### config.mk
export PLATFORM = sky130hd
export DESIGN_NAME = dect_timer
export DESIGN_NICKNAME = d
export VERILOG_FILES = /design/src/core/dect_pkg.sv /design/src/core/dect_tick.sv /design/src/core/dect_timer.sv
export VERILOG_INCLUDE_DIRS = /design/src /design/src/core
export SDC_FILE = /design/constraint.sdc
export NUM_CORES = 1
export LEC_CHECK = 0
export ABC_AREA = 1
export BUFFER_PORTS_ARGS = -buffer_cell sky130_fd_sc_hd__buf_4
export CAP_MARGIN = 40
export CORE_ASPECT_RATIO = 1.2
export CORE_MARGIN = 8
export CORE_UTILIZATION = 42
export DETAILED_ROUTE_END_ITERATION = 8
export GPL_TIMING_DRIVEN = 0
export PLACE_DENSITY_LB_ADDON = 0.15
export SLEW_MARGIN = 0
export SYNTH_ARGS = -nofsm -noshare
export SYNTH_HDL_FRONTEND = slang
export SYNTH_SLANG_ARGS = --single-unit
### constraint.sdc
create_clock -name clk_i -period 4.9 [get_ports clk_i]
set_input_delay 0.245 -clock clk_i [delete_from_list [all_inputs] [get_ports clk_i]]
set_output_delay 0.245 -clock clk_i [all_outputs]
set_load 0.1 [all_outputs]
### src/core/dect_defines.svh
// Constants for the dual 8-bit compare timer.
// Assumes a 32-bit classic Wishbone slave with byte addresses.
`ifndef DECT_DEFINES_SVH
`define DECT_DEFINES_SVH

////////////////////////////////////////////////////////////////////////
// Address map: bit 5 picks the channel, bits 4:0 the register
`define DECT_ADR_MSB   7
`define DECT_CH_BIT    5
`define DECT_REG_CTRL  5'h00
`define DECT_REG_STAT  5'h04
`define DECT_REG_CNT   5'h08
`define DECT_REG_LVA   5'h0C
`define DECT_REG_LVB   5'h10

////////////////////////////////////////////////////////////////////////
// Clock source select codes
`define DECT_CKS_OFF   3'h0
`define DECT_CKS_DIV1  3'h1
`define DECT_CKS_DIV2  3'h2
`define DECT_CKS_DIV3  3'h3
`define DECT_CKS_CASC  3'h4
`define DECT_CKS_EXTR  3'h5
`define DECT_CKS_EXTF  3'h6
`define DECT_CKS_EXTB  3'h7

// Prescaler width and tap bits (divide by 8, 64, 8192)
`define DECT_PRE_W     13
`define DECT_PRE_T1    2
`define DECT_PRE_T2    5
`define DECT_PRE_T3    12

////////////////////////////////////////////////////////////////////////
// Clear source and output action codes
`define DECT_CLR_NONE  2'h0
`define DECT_CLR_A     2'h1
`define DECT_CLR_B     2'h2
`define DECT_ACT_NONE  2'h0
`define DECT_ACT_LOW   2'h1
`define DECT_ACT_HIGH  2'h2
`define DECT_ACT_TOG   2'h3

`define DECT_CNT_MAX   8'hFF
`define DECT_CNT_ZERO  8'h00
`define DECT_BYTE_MSB  7
`define DECT_SEEN_A    1
`define DECT_SEEN_B    2
`define DECT_SEEN_W    0

`endif

### src/core/dect_pkg.sv
// Types shared by the dual 8-bit compare timer.
// Assumes dect_defines.svh holds the numeric constants.
package dect_pkg;

   // Control register, LSB first: cks, clr, ie_a, ie_b, ie_w, ext
   typedef struct packed {
      logic       ext_lvl;
      logic       ext_en;
      logic       ie_w;
      logic       ie_b;
      logic       ie_a;
      logic [1:0] clr;
      logic [2:0] cks;
   } dect_ctrl_t;

   // Control and status register
   typedef struct packed {
      logic       flag_b;
      logic       flag_a;
      logic       flag_w;
      logic       conv_trigger_enable;
      logic [1:0] act_b;
      logic [1:0] act_a;
   } dect_stat_t;

   // Interrupt requests of one channel
   typedef struct packed {
      logic wrap;
      logic match_b;
      logic match_a;
   } dect_irq_t;

endpackage

### src/core/dect_tick.sv
// Count clock source select and edge detect for one channel.
// Assumes the external clock pin is synchronous to clk_i.
`include "dect_defines.svh"
module dect_tick
   import dect_pkg::*;
(
   // Clock and reset
   input  wire logic                  clk_i,
   input  wire logic                  rst_i,
   // Source
   input  wire logic [2:0]            cks_i,
   input  wire logic [`DECT_PRE_W-1:0] pre_i,
   input  wire logic                  ext_clk_i,
   // Count pulse
   output logic                       tick_o
);

   logic lvl;
   logic prev;
   logic rise;
   logic fall;

   assign lvl = (cks_i == `DECT_CKS_DIV1) ? pre_i[`DECT_PRE_T1] :
                (cks_i == `DECT_CKS_DIV2) ? pre_i[`DECT_PRE_T2] :
                (cks_i == `DECT_CKS_DIV3) ? pre_i[`DECT_PRE_T3] :
                (cks_i[2] && cks_i != `DECT_CKS_CASC) ? ext_clk_i :
                1'b0;

   // Previous level is kept across a source change on purpose, so a
   // high old level meeting a low new one counts as a falling edge
   always_ff @(posedge clk_i) begin
      if (rst_i) prev <= 1'b0;
      else       prev <= lvl;
   end

   assign rise = lvl & ~prev;
   assign fall = ~lvl & prev;

   assign tick_o = (cks_i == `DECT_CKS_EXTR) ? rise :
                   (cks_i == `DECT_CKS_EXTB) ? (rise | fall) :
                   (cks_i == `DECT_CKS_OFF ||
                    cks_i == `DECT_CKS_CASC) ? 1'b0 :
                   fall;
endmodule

### src/core/dect_timer.sv
// Dual 8-bit compare timer with cascade, Wishbone register slave.
// Assumes pins synchronous to clk_i (40 MHz) and a classic master.
`include "dect_defines.svh"
module dect_timer
   import dect_pkg::*;
(
   // Clock and reset
   input  wire logic                        clk_i,
   input  wire logic                        rst_i,
   // Wishbone slave
   input  wire logic                        wb_cyc_i,
   input  wire logic                        wb_stb_i,
   input  wire logic                        wb_we_i,
   input  wire logic [`DECT_ADR_MSB:0]      wb_adr_i,
   input  wire logic [3:0]                  wb_sel_i,
   input  wire logic [31:0]                 wb_dat_i,
   output logic      [31:0]                 wb_dat_o,
   output logic                             wb_ack_o,
   // Pins
   input  wire logic [1:0]                  ext_clk_i,
   input  wire logic [1:0]                  ext_clear_in_i,
   output logic                             pulse_out_ch0_o,
   output logic                             pulse_out_ch1_o,
   // Interrupt controller and converter
   output dect_irq_t [1:0]                  irq_o,
   output logic                             conv_start_o
);

   ////////////////////////////////////////////////////////////////////
   // State
   dect_ctrl_t [1:0]           ctrl;
   dect_stat_t [1:0]           stat;
   logic [1:0][7:0]            cnt;
   logic [1:0][7:0]            lva;
   logic [1:0][7:0]            lvb;
   logic [1:0][2:0]            seen;
   logic [1:0]                 ext_prev;
   logic [1:0]                 pin;
   logic [`DECT_PRE_W-1:0]     pre;

   ////////////////////////////////////////////////////////////////////
   // Bus decode
   logic                       req;
   logic                       bus_wr;
   logic                       rd_take;
   logic                       ch_sel;
   logic                       map_ok;
   logic [`DECT_CH_BIT-1:0]    reg_ofs;
   logic [1:0]                 wr_ctrl;
   logic [1:0]                 wr_stat;
   logic [1:0]                 wr_cnt;
   logic [1:0]                 wr_lva;
   logic [1:0]                 wr_lvb;
   logic [1:0][31:0]           rd_word;
   logic [31:0]                next_dat;
   dect_stat_t                 wd;

   assign req     = wb_cyc_i & wb_stb_i;
   assign bus_wr  = req & wb_we_i & wb_ack_o & wb_sel_i[0];
   assign rd_take = req & ~wb_we_i & ~wb_ack_o;
   assign ch_sel  = wb_adr_i[`DECT_CH_BIT];
   assign reg_ofs = wb_adr_i[`DECT_CH_BIT-1:0];
   assign map_ok  = (wb_adr_i[`DECT_ADR_MSB:`DECT_CH_BIT+1] == '0);
   assign wd      = dect_stat_t'(wb_dat_i[`DECT_BYTE_MSB:0]);

   ////////////////////////////////////////////////////////////////////
   // Count sources
   logic [1:0] src;
   logic [1:0] tick;
   logic       casc16;
   logic       cmcount;
   logic       both;
   logic       t16;

   assign casc16  = (ctrl[0].cks == `DECT_CKS_CASC);
   assign cmcount = (ctrl[1].cks == `DECT_CKS_CASC);
   assign both    = casc16 & cmcount;

   ////////////////////////////////////////////////////////////////////
   // Per-channel decode and count source
   logic [1:0] eq_a;
   logic [1:0] eq_b;
   logic [1:0] ma;
   logic [1:0] mb;
   logic [1:0] ext_hit;
   logic [1:0] clr_own;
   logic [1:0] clr_hit;
   logic [1:0] wrap;
   logic [1:0] cnt_ff;

   for (genvar i = 0; i < 2; i++) begin : g_ch
      logic hit;
      assign hit = req & map_ok & (ch_sel == 1'(i));
      assign wr_ctrl[i] = bus_wr & hit & (reg_ofs == `DECT_REG_CTRL);
      assign wr_stat[i] = bus_wr & hit & (reg_ofs == `DECT_REG_STAT);
      assign wr_cnt[i]  = bus_wr & hit & (reg_ofs == `DECT_REG_CNT);
      assign wr_lva[i]  = bus_wr & hit & (reg_ofs == `DECT_REG_LVA);
      assign wr_lvb[i]  = bus_wr & hit & (reg_ofs == `DECT_REG_LVB);
      assign rd_word[i] =
         (reg_ofs == `DECT_REG_CTRL) ? 32'(ctrl[i]) :
         (reg_ofs == `DECT_REG_STAT) ? 32'(stat[i]) :
         (reg_ofs == `DECT_REG_CNT)  ? 32'(cnt[i])  :
         (reg_ofs == `DECT_REG_LVA)  ? 32'(lva[i])  :
         (reg_ofs == `DECT_REG_LVB)  ? 32'(lvb[i])  : 32'h0000_0000;

      assign eq_a[i]   = (cnt[i] == lva[i]);
      assign eq_b[i]   = (cnt[i] == lvb[i]);
      assign cnt_ff[i] = (cnt[i] == `DECT_CNT_MAX);

      dect_tick u_tick (
         .clk_i     (clk_i),
         .rst_i     (rst_i),
         .cks_i     (ctrl[i].cks),
         .pre_i     (pre),
         .ext_clk_i (ext_clk_i[i]),
         .tick_o    (src[i])
      );
   end

   // Lower byte tick of the 16-bit counter
   assign t16 = casc16 & ~both & src[1];
   // Upper byte runs on the lower byte carry in 16-bit mode
   assign tick[0] = both   ? 1'b0 :
                    casc16 ? (src[1] & cnt_ff[1]) : src[0];
   assign tick[1] = both    ? 1'b0 :
                    cmcount ? ma[0] : src[1];

   ////////////////////////////////////////////////////////////////////
   // Compare matches, only on a count tick while equal
   assign ma[0] = ~wr_lva[0] & (casc16 ? (t16 & eq_a[0] & eq_a[1]) :
                                (tick[0] & eq_a[0]));
   assign mb[0] = ~wr_lvb[0] & (casc16 ? (t16 & eq_b[0] & eq_b[1]) :
                                (tick[0] & eq_b[0]));
   assign ma[1] = ~wr_lva[1] & tick[1] & eq_a[1];
   assign mb[1] = ~wr_lvb[1] & tick[1] & eq_b[1];

   ////////////////////////////////////////////////////////////////////
   // Counter clear sources
   for (genvar i = 0; i < 2; i++) begin : g_clr
      assign ext_hit[i] = ctrl[i].ext_en &
                          (ctrl[i].ext_lvl ? ext_clear_in_i[i] :
                           (ext_clear_in_i[i] & ~ext_prev[i]));
      assign clr_own[i] = ((ctrl[i].clr == `DECT_CLR_A) & ma[i]) |
                          ((ctrl[i].clr == `DECT_CLR_B) & mb[i]) |
                          ext_hit[i];
      assign wrap[i] = tick[i] & cnt_ff[i] & ~clr_hit[i] &
                       ~wr_cnt[i];
   end

   // In 16-bit mode channel 0 decides for both bytes
   assign clr_hit[0] = clr_own[0];
   assign clr_hit[1] = casc16 ? clr_own[0] : clr_own[1];

   ////////////////////////////////////////////////////////////////////
   // Next values per channel
   logic [1:0][7:0]  next_cnt;
   dect_stat_t [1:0] next_stat;
   logic [1:0][2:0]  next_seen;
   logic [1:0][1:0]  act;
   logic [1:0]       next_pin;
   logic [1:0]       out_en;

   for (genvar i = 0; i < 2; i++) begin : g_next
      logic [1:0] act_a_eff;
      logic [1:0] act_b_eff;
      logic       clr_a;
      logic       clr_b;
      logic       clr_w;

      // Clear beats write, write beats increment
      assign next_cnt[i] = clr_hit[i] ? `DECT_CNT_ZERO :
                           wr_cnt[i]  ? wb_dat_i[`DECT_BYTE_MSB:0] :
                           tick[i]    ? cnt[i] + 8'h01 : cnt[i];

      // Write of 0 clears only after the flag was read as 1
      assign clr_a = wr_stat[i] & ~wd.flag_a & seen[i][`DECT_SEEN_A];
      assign clr_b = wr_stat[i] & ~wd.flag_b & seen[i][`DECT_SEEN_B];
      assign clr_w = wr_stat[i] & ~wd.flag_w & seen[i][`DECT_SEEN_W];

      // Hardware set wins over a software clear in the same cycle
      always_comb begin
         next_stat[i]        = stat[i];
         next_stat[i].flag_a = ma[i] | (stat[i].flag_a & ~clr_a);
         next_stat[i].flag_b = mb[i] | (stat[i].flag_b & ~clr_b);
         next_stat[i].flag_w = wrap[i] | (stat[i].flag_w & ~clr_w);
         if (wr_stat[i]) begin
            next_stat[i].act_a = wd.act_a;
            next_stat[i].act_b = wd.act_b;
            // Only channel 0 can trigger the converter
            next_stat[i].conv_trigger_enable  = (i == 0) ? wd.conv_trigger_enable : 1'b0;
         end
      end

      assign next_seen[i] = wr_stat[i] ? 3'h0 :
         (rd_take & map_ok & (ch_sel == 1'(i)) &
          (reg_ofs == `DECT_REG_STAT)) ?
            (seen[i] | {stat[i].flag_b, stat[i].flag_a, stat[i].flag_w}) :
            seen[i];

      // Higher code is higher priority: toggle, one, zero, none
      assign act_a_eff = ma[i] ? stat[i].act_a : `DECT_ACT_NONE;
      assign act_b_eff = mb[i] ? stat[i].act_b : `DECT_ACT_NONE;
      assign act[i] = (act_a_eff > act_b_eff) ? act_a_eff : act_b_eff;
      assign out_en[i] = |{stat[i].act_b, stat[i].act_a};
      assign next_pin[i] =
         ~out_en[i]                  ? 1'b0 :
         (act[i] == `DECT_ACT_TOG)  ? ~pin[i] :
         (act[i] == `DECT_ACT_HIGH) ? 1'b1 :
         (act[i] == `DECT_ACT_LOW)  ? 1'b0 : pin[i];

      assign irq_o[i].match_a = stat[i].flag_a & ctrl[i].ie_a;
      assign irq_o[i].match_b = stat[i].flag_b & ctrl[i].ie_b;
      assign irq_o[i].wrap    = stat[i].flag_w & ctrl[i].ie_w;
   end

   assign next_dat = ~map_ok ? 32'h0000_0000 : rd_word[ch_sel];

   ////////////////////////////////////////////////////////////////////
   // Registers
   always_ff @(posedge clk_i) begin
      if (rst_i) begin
         wb_ack_o <= 1'b0;
         wb_dat_o <= 32'h0000_0000;
         pre      <= '0;
      end else begin
         wb_ack_o <= req & ~wb_ack_o;
         if (rd_take) wb_dat_o <= next_dat;
         pre      <= pre + 1'b1;
      end
   end

   for (genvar i = 0; i < 2; i++) begin : g_reg
      always_ff @(posedge clk_i) begin
         if (rst_i) begin
            ctrl[i]     <= '0;
            stat[i]     <= '0;
            cnt[i]      <= `DECT_CNT_ZERO;
            lva[i]      <= `DECT_CNT_MAX;
            lvb[i]      <= `DECT_CNT_MAX;
            seen[i]     <= 3'h0;
            ext_prev[i] <= 1'b0;
            pin[i]      <= 1'b0;
         end else begin
            if (wr_ctrl[i]) ctrl[i] <= dect_ctrl_t'(
               wb_dat_i[$bits(dect_ctrl_t)-1:0]);
            if (wr_lva[i]) lva[i] <= wb_dat_i[`DECT_BYTE_MSB:0];
            if (wr_lvb[i]) lvb[i] <= wb_dat_i[`DECT_BYTE_MSB:0];
            stat[i]     <= next_stat[i];
            cnt[i]      <= next_cnt[i];
            seen[i]     <= next_seen[i];
            ext_prev[i] <= ext_clear_in_i[i];
            pin[i]      <= next_pin[i];
         end
      end
   end

   // Converter request comes from channel 0 match A alone
   always_ff @(posedge clk_i) begin
      if (rst_i) conv_start_o <= 1'b0;
      else       conv_start_o <= ma[0] & stat[0].conv_trigger_enable;
   end

   assign pulse_out_ch0_o = pin[0];
   assign pulse_out_ch1_o = pin[1];
endmodule

==> results of run 1 <==
[area by class of cell]
type,instances,area [sq um]
Clock buffer,17,425
Multi-Input combinational cell,695,3720
Clock inverter,15,201
Buffer,49,283
Fill cell,1630,7910
Inverter,124,465
Sequential cell,120,2400
Tap cell,212,265
Timing Repair Buffer,46,345
[layer usage]
metal | wire (um) | vias up
met5 | 0 | -
met1 | 9690 | 3072
met2 | 10300 | 226
li1 | - | 3359
met4 | 728 | 0
met3 | 1310 | 43
[final timing paths]
kind,start,endpoint,slack [ps],cells after the start
max,ctrl[1],pulse_out_ch1_o,1530,22
min,ext_clear_in_i[0],ext_prev[0],30,3
max reg2reg,ctrl[1],pulse_out_ch1_o,1530,22
min reg2reg,pre[0],pre[0],450,1
[worst min-delay path, stage by stage]
cell,delay (ps)
sky130_fd_sc_hd__buf_4,80
sky130_fd_sc_hd__inv_1,30
sky130_fd_sc_hd__nor2_1,60
[cell families after synthesis]
logic type,count (synthesis),share of synthesized area
buf+inv,173,0.110
other cells,1,0.000552
compound gates,239,0.212
flops,120,0.354
simple gates,403,0.276
fa+ha+maj,13,0.0240
xor+xnor,18,0.0232
[per-stage QoR]
step | cell area (sq um) | hold WS (ps) | instances | utilization
2_1_floorplan | 6870 | 352 | 988 | -
3_3_place_gp | 7480 | 434 | 1246 | 0.467
3_5_place_dp | 7480 | 444 | 1246 | 0.467
4_1_cts | 8100 | 25.7 | 1278 | 0.506
5_1_grt | 8100 | 39.5 | 1278 | 0.506
6_report | 8100 | 33.8 | 1278 | 0.506
[power breakdown]
part,switching (mW),internal [mW]
sequential,0.00242,0.980
clock,0.492,0.852
combinational,0.163,0.0451
total,0.657,1.88
[sequential cells by signal (all words and copies together) (netlist names)]
register	count
cnt	16
conv_start_o	1
ctrl	20
ext_prev	2
g_ch.u_tick.prev	2
lva	16
lvb	16
pre	13
pulse_out_ch0_o	1
pulse_out_ch1_o	1
seen	6
stat	15
wb_ack_o	1
wb_dat_o	10
[cell usage in the layout (no fill, tap or decap), drive strengths merged, types with 2 or more instances in the layout]
master / netlist / routed
o211ai: 46 / 46
o21a: 3 / 3
o21ai: 61 / 61
a2bb2oi: 2 / 2
clkinv: 1 / 7
nor4: 3 / 3
conb: 1 / 22
xnor2: 6 / 6
inv: 123 / 125
nor3: 14 / 14
a21oi: 78 / 78
o2111ai: 2 / 2
a22oi: 2 / 2
o31ai: 8 / 8
clkbuf: 17 / 34
and2: 3 / 3
clkinvlp: 0 / 3
nand2: 248 / 248
ha: 13 / 13
nor2: 79 / 79
bufinv: 0 / 4
a21boi: 4 / 4
xor2: 12 / 12
nand4: 9 / 9
o22ai: 14 / 14
nand3: 44 / 44
o221ai: 6 / 6
dfxtp: 120 / 120
buf: 32 / 78
a31oi: 5 / 5
o21bai: 2 / 2
a211oi: 4 / 4
==> metrics.json, run 1 <==
{
  "numPortBuffers": {"value": 46},
  "cts_setup_buffers": {"value": 0},
  "grt_start_max_net_pins": {"value": 17},
  "drc": {"value": 0},
  "p_per_area": {"value": 313, "unit": "nW/um^2"},
  "ys_warn_count": {"value": 0},
  "clock_skew": {"value": 8.73, "unit": "ps"},
  "critical_path_buf_inv_count": {"value": 5},
  "tightestPinTransition": {"value": 753, "unit": "ps"},
  "average_footprint_of_a_synthesized_cell": {"value": 7.02, "unit": "sq um"},
  "yosys_most_used_dff": {"value": "sky130_fd_sc_hd__dfxtp_1"},
  "synth_edf_count": {"value": 0},
  "ctsRootBufferMaster": {"value": "sky130_fd_sc_hd__clkbuf_16"},
  "cpMaxStageDelayCell": {"value": "sky130_fd_sc_hd__dfxtp_1"},
  "synth_commonest_cells": {"value": "237 x sky130_fd_sc_hd__nand2_1, 120 x sky130_fd_sc_hd__dfxtp_1, 99 x sky130_fd_sc_hd__inv_1"},
  "antenna_diode_instance_count": {"value": 0},
  "vias": {"value": 6700},
  "finalHoldViolCount": {"value": 0},
  "fp.dieArea": {"value": 20500, "unit": "sq um"},
  "crit_path_max_incr_delay": {"value": 410, "unit": "ps"},
  "fp.coreArea": {"value": 16000, "unit": "sq um"},
  "yosysTopAreaCell": {"value": "sky130_fd_sc_hd__dfxtp_1"},
  "max_cap_viols": {"value": 0},
  "max-slew-margin-rel": {"value": 0.498},
  "drive_gt1_frac": {"value": 0.160},
  "gp_congestion": {"value": 0.900},
  "grt.met2_usage": {"value": 0.358},
  "overflow": {"value": 0},
  "yosys_register_bits": {"value": 120},
  "grt_use_total": {"value": 0.217},
  "postRouteWirelength": {"value": 22000, "unit": "um"},
  "clockBufferDepth": {"value": 2},
  "grt.busiest_layer": {"value": "met2"},
  "mappedNetlistArea": {"value": 6790, "unit": "sq um"},
  "antenna_violating_nets_post_route": {"value": 0},
  "wl_per_cell": {"value": 17.2, "unit": "um"},
  "die_h": {"value": 155, "unit": "um"},
  "run_status": {"value": "finished clean"},
  "max_freq": {"value": 296, "unit": "MHz"},
  "rows": {"value": 51},
  "post-dp-hpwl": {"value": 16400, "unit": "um"},
  "grt_setup_unrepaired": {"value": "no"},
  "power.ir.vdd_worst": {"value": 0.223, "unit": "mV"},
  "postSynthCellCount": {"value": 967},
  "pre_cts_slack": {"value": 1560, "unit": "ps"},
  "drt_iter0_drc": {"value": 472},
  "finalPower": {"value": 2.53, "unit": "mW"},
  "detailedRoute.firstPassIterationCount": {"value": 5},
  "most_frequently_used_cell_type_in_the_post_synthesis_netlist": {"value": "sky130_fd_sc_hd__nand2_1"},
  "viasPerCell": {"value": 5.24},
  "setup.worst_path.end_class": {"value": "flip-flop"},
  "cts_tree": {"value": "done"},
  "grt_pass1_wl": {"value": 34800, "unit": "um"},
  "worstPathCellList": {"value": "inv_2 > o21ai_0 > o31ai_1 > o21a_1 > ha_1 > inv_1 > nand4_1 > nand3_1 > nand2_1 > nand2_1 > nand4_1 > nand2_2 > buf_6 > nand3_1 > ha_1 > inv_1 > nor2_1 > a2bb2oi_1 > o21bai_1 > nand3_1 > nand2_1 > inv_1"},
  "synthDistinctLibCells": {"value": 49},
  "worst_ep_arrival_time": {"value": 3690, "unit": "ps"},
  "time_the_worst_path_needs_with_i_o_delays_and_setup": {"value": 3370, "unit": "ps"},
  "antenna_found_initial": {"value": 0},
  "cp.required": {"value": 5220, "unit": "ps"},
  "finalSetupViolCount": {"value": 0},
  "power_leakage": {"value": 3.55, "unit": "nW"},
  "async_flop_share": {"value": 0},
  "post_cts_resize_count": {"value": 0},
  "flow.area_growth_from_synthesis": {"value": 19.4, "unit": "%"},
  "worst_slack": {"value": 1530, "unit": "ps"},
  "tritoncts_num_sinks": {"value": 120},
  "groute.layer.met3.usage": {"value": 0.0387},
  "initial_utilization": {"value": 0.424},
  "worst_path_dominant_cell_family": {"value": "simple AND/OR/NAND/NOR gates"},
  "cp_max_fo": {"value": 10},
  "die-width": {"value": 132, "unit": "um"},
  "clock_tree.htree_level_count": {"value": 4},
  "ios": {"value": 95},
  "fin_setup_tns": {"value": 0, "unit": "ps"},
  "cts.hold.buffers_added": {"value": 0},
  "grt_pass1_vias": {"value": 6398},
  "crit_type": {"value": "flip-flop to flip-flop"},
  "fin_nets": {"value": 1119},
  "cts_buffer_count": {"value": 17},
  "seq_area_frac_synth": {"value": 0.354},
  "synthDominantCellAreaShare": {"value": 0.354},
  "maxSlewViolCount": {"value": 0},
  "min_path_type": {"value": "input pin to flip-flop"},
  "final.period_utilization": {"value": 0.688},
  "synth.top_cells.by_area": {"value": "sky130_fd_sc_hd__dfxtp_1 35%, sky130_fd_sc_hd__nand2_1 13%, sky130_fd_sc_hd__a21oi_1 5.8%"},
  "setup.worst_path.start_class": {"value": "flip-flop"},
  "clk_latency": {"value": 420, "unit": "ps"},
  "global_route.usage.met1": {"value": 0.267},
  "cts.clk_slew.worst_paths": {"value": 60, "unit": "ps"}
}
(Power assumes the default switching activity.)
==> run 2, diff against run 1 <==
--- a/config.mk
+++ b/config.mk
@@ -6,7 +6,7 @@
 export SDC_FILE = /design/constraint.sdc
 export NUM_CORES = 1
 export LEC_CHECK = 0
-export ABC_AREA = 1
+export ABC_AREA = 0
 export BUFFER_PORTS_ARGS = -buffer_cell sky130_fd_sc_hd__buf_4
 export CAP_MARGIN = 40
 export CORE_ASPECT_RATIO = 1.2
==> constraint.sdc (replaced) <==
create_clock -name clk_i -period 2.9 [get_ports clk_i]
set_input_delay 0.145 -clock clk_i [delete_from_list [all_inputs] [get_ports clk_i]]
set_output_delay 0.145 -clock clk_i [all_outputs]
set_load 0.1 [all_outputs]
==> run 2 against run 1 <==
  * The flow now finishes with violations (negative setup slack)
  * Via count is 6.9% lower
  * Synthesized cell count is 18% lower
  * Sequential share of layout area is 0.99 points lower
  * Combinational power is 80% higher
  * Clock skew is 3.2 ps higher
  * Critical path depth is 8 lower
  * Non-clock buffer count is 49 higher
  * Wire length is 0.26% higher
  * Largest power group unchanged
==> metrics.json, run 2 <==
{
  "crit_path_max_incr_delay": {"value": 350, "unit": "ps", "change": "was 410 ps"},
  "clock_tree.htree_level_count": {"value": 4, "change": "unchanged"},
  "path_depth": {"value": 14, "change": "was 22"},
  "worst_path_dominant_cell_family": {"value": "compound AO/OA/AOI/OAI gates", "change": "was simple AND/OR/NAND/NOR gates"},
  "wl_per_cell": {"value": 19.8, "unit": "um", "change": "was 17.2 um"},
  "grt_setup_unrepaired": {"value": "yes", "change": "was no"},
  "antenna_violating_nets_post_route": {"value": 0, "change": "unchanged"},
  "antenna_diode_instance_count": {"value": 0, "change": "unchanged"},
  "postLayoutCellArea": {"value": 8450, "unit": "sq um", "change": "was 8100 sq um"},
  "layout.cells.most_common_list": {"value": "112 x sky130_fd_sc_hd__dfxtp_1, 80 x sky130_fd_sc_hd__buf_4, 78 x sky130_fd_sc_hd__nor2_1", "change": "was 237 x sky130_fd_sc_hd__nand2_1, 120 x sky130_fd_sc_hd__dfxtp_1, 99 x sky130_fd_sc_hd__inv_1"},
  "ios": {"value": 95, "change": "unchanged"},
  "cts_tree": {"value": "done", "change": "unchanged"},
  "cp.required": {"value": 3230, "unit": "ps", "change": "was 5220 ps"},
  "finalPower": {"value": 4.17, "unit": "mW", "change": "was 2.53 mW"},
  "yosys_most_used_dff": {"value": "sky130_fd_sc_hd__dfxtp_1", "change": "unchanged"},
  "power_leakage": {"value": 3.17, "unit": "nW", "change": "was 3.55 nW"},
  "detailedRoute.firstPassIterationCount": {"value": 5, "change": "unchanged"},
  "hold_ws": {"value": 78.6, "unit": "ps", "change": "was 33.8 ps"},
  "power.ir.vdd_worst": {"value": 0.384, "unit": "mV", "change": "was 0.223 mV"},
  "postSynthCellCount": {"value": 790, "change": "was 967"},
  "placedCellCount": {"value": 1059, "change": "was 1,246"},
  "max_cap_viols": {"value": 0, "change": "unchanged"},
  "failed_checks": {"value": "negative setup slack"},
  "drc": {"value": 0, "change": "unchanged"},
  "synth_edf_count": {"value": 0, "change": "unchanged"},
  "critical_path_buf_inv_count": {"value": 1, "change": "was 5"},
  "final_core_utilization": {"value": 0.540, "change": "was 0.506"},
  "drt_iter0_drc": {"value": 473, "change": "was 472"},
  "worstPathCellList": {"value": "mux2i_1 > a21oi_1 > o21ai_2 > ha_4 > a211oi_4 > buf_6 > o2111ai_4 > a21oi_2 > and2_4 > ha_4 > a21oi_4 > a21oi_2 > o311a_1 > o21a_1", "change": "was inv_2 > o21ai_0 > o31ai_1 > o21a_1 > ha_1 > inv_1 > nand4_1 > nand3_1 > nand2_1 > nand2_1 > nand4_1 > nand2_2 > buf_6 > nand3_1 > ha_1 > inv_1 > nor2_1 > a2bb2oi_1 > o21bai_1 > nand3_1 > nand2_1 > inv_1"},
  "die-width": {"value": 131, "unit": "um", "change": "was 132 um"},
  "drive_gt1_frac": {"value": 0.214, "change": "was 0.160"},
  "tritoncts_num_sinks": {"value": 120, "change": "unchanged"},
  "overflow": {"value": 0, "change": "unchanged"},
  "viasPerCell": {"value": 5.60, "change": "was 5.24"},
  "worst_ep_arrival_time": {"value": 3420, "unit": "ps", "change": "was 3690 ps"},
  "async_flop_share": {"value": 0, "change": "unchanged"},
  "fin_nets": {"value": 958, "change": "was 1,119"},
  "p_per_area": {"value": 493, "unit": "nW/um^2", "change": "was 313 nW/um^2"},
  "pre_cts_slack": {"value": -661, "unit": "ps", "change": "was 1560 ps"},
  "worst_slack": {"value": -194, "unit": "ps", "change": "was 1530 ps"},
  "gp_congestion": {"value": 0.896, "change": "was 0.900"},
  "grt_use_total": {"value": 0.214, "change": "was 0.217"},
  "setup.worst_path.end_class": {"value": "flip-flop", "change": "unchanged"},
  "mappedNetlistArea": {"value": 6710, "unit": "sq um", "change": "was 6790 sq um"},
  "synthDominantCellAreaShare": {"value": 0.358, "change": "was 0.354"},
  "placement.cell_area": {"value": 7400, "unit": "sq um", "change": "was 7480 sq um"},
  "max-slew-margin-rel": {"value": 0.364, "change": "was 0.498"},
  "grt_pass1_wl": {"value": 34200, "unit": "um", "change": "was 34,800 um"},
  "grt_pass1_vias": {"value": 6234, "change": "was 6,398"},
  "largest_reg_flops": {"value": 20, "change": "unchanged"},
  "yosysTopAreaCell": {"value": "sky130_fd_sc_hd__dfxtp_1", "change": "unchanged"},
  "synth_commonest_cells": {"value": "120 x sky130_fd_sc_hd__dfxtp_1, 82 x sky130_fd_sc_hd__nor2_1, 69 x sky130_fd_sc_hd__nand2_1", "change": "was 237 x sky130_fd_sc_hd__nand2_1, 120 x sky130_fd_sc_hd__dfxtp_1, 99 x sky130_fd_sc_hd__inv_1"},
  "registers.top_by_ff_count": {"value": "ctrl", "change": "unchanged"},
  "synth.top_cells.by_area": {"value": "sky130_fd_sc_hd__dfxtp_1 36%, sky130_fd_sc_hd__mux2i_1 6.6%, sky130_fd_sc_hd__xor2_1 5.2%", "change": "was sky130_fd_sc_hd__dfxtp_1 35%, sky130_fd_sc_hd__nand2_1 13%, sky130_fd_sc_hd__a21oi_1 5.8%"},
  "first_element_of_the_critical_path": {"value": "ctrl[11]", "change": "was ctrl[1]"},
  "fp.dieArea": {"value": 20300, "unit": "sq um", "change": "was 20,500 sq um"},
  "numPortBuffers": {"value": 38, "change": "was 46"},
  "finalHoldViolCount": {"value": 0, "change": "unchanged"},
  "synthDistinctLibCells": {"value": 61, "change": "was 49"},
  "cts.clk_slew.worst_paths": {"value": 60, "unit": "ps", "change": "about the same"},
  "max_freq": {"value": 323, "unit": "MHz", "change": "was 296 MHz"},
  "die_h": {"value": 154, "unit": "um", "change": "was 155 um"},
  "postRouteWirelength": {"value": 22100, "unit": "um", "change": "was 22,000 um"},
  "worst_r2r_startpoint": {"value": "ctrl[11]", "change": "was ctrl[1]"},
  "min_path_type": {"value": "input pin to flip-flop", "change": "unchanged"},
  "clock_skew": {"value": 12.0, "unit": "ps", "change": "was 8.73 ps"},
  "clk_latency": {"value": 430, "unit": "ps", "change": "was 420 ps"},
  "tightestPinTransition": {"value": 954, "unit": "ps", "change": "was 753 ps"},
  "final.period_utilization": {"value": 1.07, "change": "was 0.688"},
  "rows": {"value": 50, "change": "was 51"},
  "initial_utilization": {"value": 0.429, "change": "was 0.424"},
  "ys_warn_count": {"value": 0, "change": "unchanged"},
  "finalSetupViolCount": {"value": 11, "change": "was 0"},
  "cpMaxStageDelayCell": {"value": "sky130_fd_sc_hd__dfxtp_2", "change": "was sky130_fd_sc_hd__dfxtp_1"},
  "average_footprint_of_a_synthesized_cell": {"value": 8.49, "unit": "sq um", "change": "was 7.02 sq um"},
  "maxSlewViolCount": {"value": 0, "change": "unchanged"},
  "fp.coreArea": {"value": 15600, "unit": "sq um", "change": "was 16,000 sq um"},
  "grt_start_max_net_pins": {"value": 17, "change": "unchanged"},
  "setup.worst_path.start_class": {"value": "flip-flop", "change": "unchanged"},
  "instances_no_fill": {"value": 1113, "change": "was 1,278"},
  "antenna_found_initial": {"value": 0, "change": "unchanged"},
  "ctsRootBufferMaster": {"value": "sky130_fd_sc_hd__clkbuf_16", "change": "unchanged"},
  "post-dp-hpwl": {"value": 15800, "unit": "um", "change": "was 16,400 um"},
  "most_frequently_used_cell_type_in_the_post_synthesis_netlist": {"value": "sky130_fd_sc_hd__dfxtp_1", "change": "was sky130_fd_sc_hd__nand2_1"},
  "time_the_worst_path_needs_with_i_o_delays_and_setup": {"value": 3090, "unit": "ps", "change": "was 3370 ps"},
  "clockBufferDepth": {"value": 2, "change": "unchanged"},
  "yosys_register_bits": {"value": 120, "change": "unchanged"},
  "seq_area_frac_synth": {"value": 0.358, "change": "was 0.354"},
  "vias": {"value": 6236, "change": "was 6,700"},
  "cp_max_fo": {"value": 3, "change": "was 10"},
  "cts_buffer_count": {"value": 17, "change": "unchanged"},
  "rrSetupSlack": {"value": -190, "unit": "ps", "change": "was 1530 ps"},
  "endpoint_of_the_worst_setup_timing_path": {"value": "pulse_out_ch0_o", "change": "was pulse_out_ch1_o"},
  "fin_setup_tns": {"value": -1440, "unit": "ps", "change": "was 0 ps"},
  "run_status": {"value": "complete, but fails checks", "change": "was finished clean"},
  "reg2reg_to": {"value": "pulse_out_ch0_o", "change": "was pulse_out_ch1_o"},
  "flow.area_growth_from_synthesis": {"value": 26.1, "unit": "%", "change": "was 19.4%"},
  "ff2ff_path_depth": {"value": 14, "change": "was 22"},
  "most_common_library_cell_in_the_layout_ignoring_fill_and_taps": {"value": "sky130_fd_sc_hd__dfxtp_1", "change": "was sky130_fd_sc_hd__nand2_1"},
  "crit_type": {"value": "flip-flop to flip-flop", "change": "unchanged"}
}
## run 2: worst min-delay path by stage
stage / cells after the start / start / to / slack (ps)
6_report: 3 / wb_stb_i / wb_ack_o / 80
5_1_grt: 3 / wb_stb_i / wb_ack_o / 70
4_1_cts: 3 / wb_stb_i / wb_ack_o / 60
3_5_place_dp: 2 / ext_clear_in_i[1] / ext_prev[1] / 380
3_3_place_gp: 2 / ext_clear_in_i[1] / ext_prev[1] / 370
2_1_floorplan: 2 / wb_stb_i / wb_ack_o / 270
## run 2: worst min-delay path, stage by stage
cell	delay, ps
sky130_fd_sc_hd__buf_4	110
sky130_fd_sc_hd__nand2_1	150
sky130_fd_sc_hd__nor3_1	60
## run 2: cell families after synthesis
group                    Yosys count  synth area share
AO/OA/AOI/OAI                    149             0.163
flip-flops                       120             0.358
adder cells (fa/ha/maj)           13            0.0243
XOR/XNOR                          52            0.0679
other                              1          0.000559
multiplexers                      50            0.0758
buffers and inverters             95            0.0722
AND/OR/NAND/NOR                  310             0.238
## run 2: layer usage
metal,track usage,wire length [um],vias to the layer above
li1,-,-,2947
met1,0.260,9520,3030
met2,0.360,10500,217
met3,0.0457,1380,42
met4,0.0942,655,0
met5,0,0,-
## run 2: cell type report
class | instances | area, sq um
Fill cell | 1502 | 7190
Multi-Input combinational cell | 596 | 4160
Sequential cell | 120 | 2420
Timing Repair Buffer | 67 | 551
Clock buffer | 17 | 425
Buffer | 77 | 417
Tap cell | 208 | 260
Clock inverter | 15 | 165
Inverter | 13 | 51.3
## run 2: report_power, final
part           internal, mW  total [mW]  switching, mW
logic                0.0973       0.374          0.277
clock network          1.28        2.14          0.860
registers              1.65        1.66        0.00405
total                  3.03        4.17           1.14
## run 2: timing repair
action	in CTS	in global routing
pin swaps	12	23
hold buffers	4	0
setup buffers	13	9
setup endpoints to repair	20	17
hold endpoints to repair	6	0
gates cloned	0	1
gates resized for setup	22	34
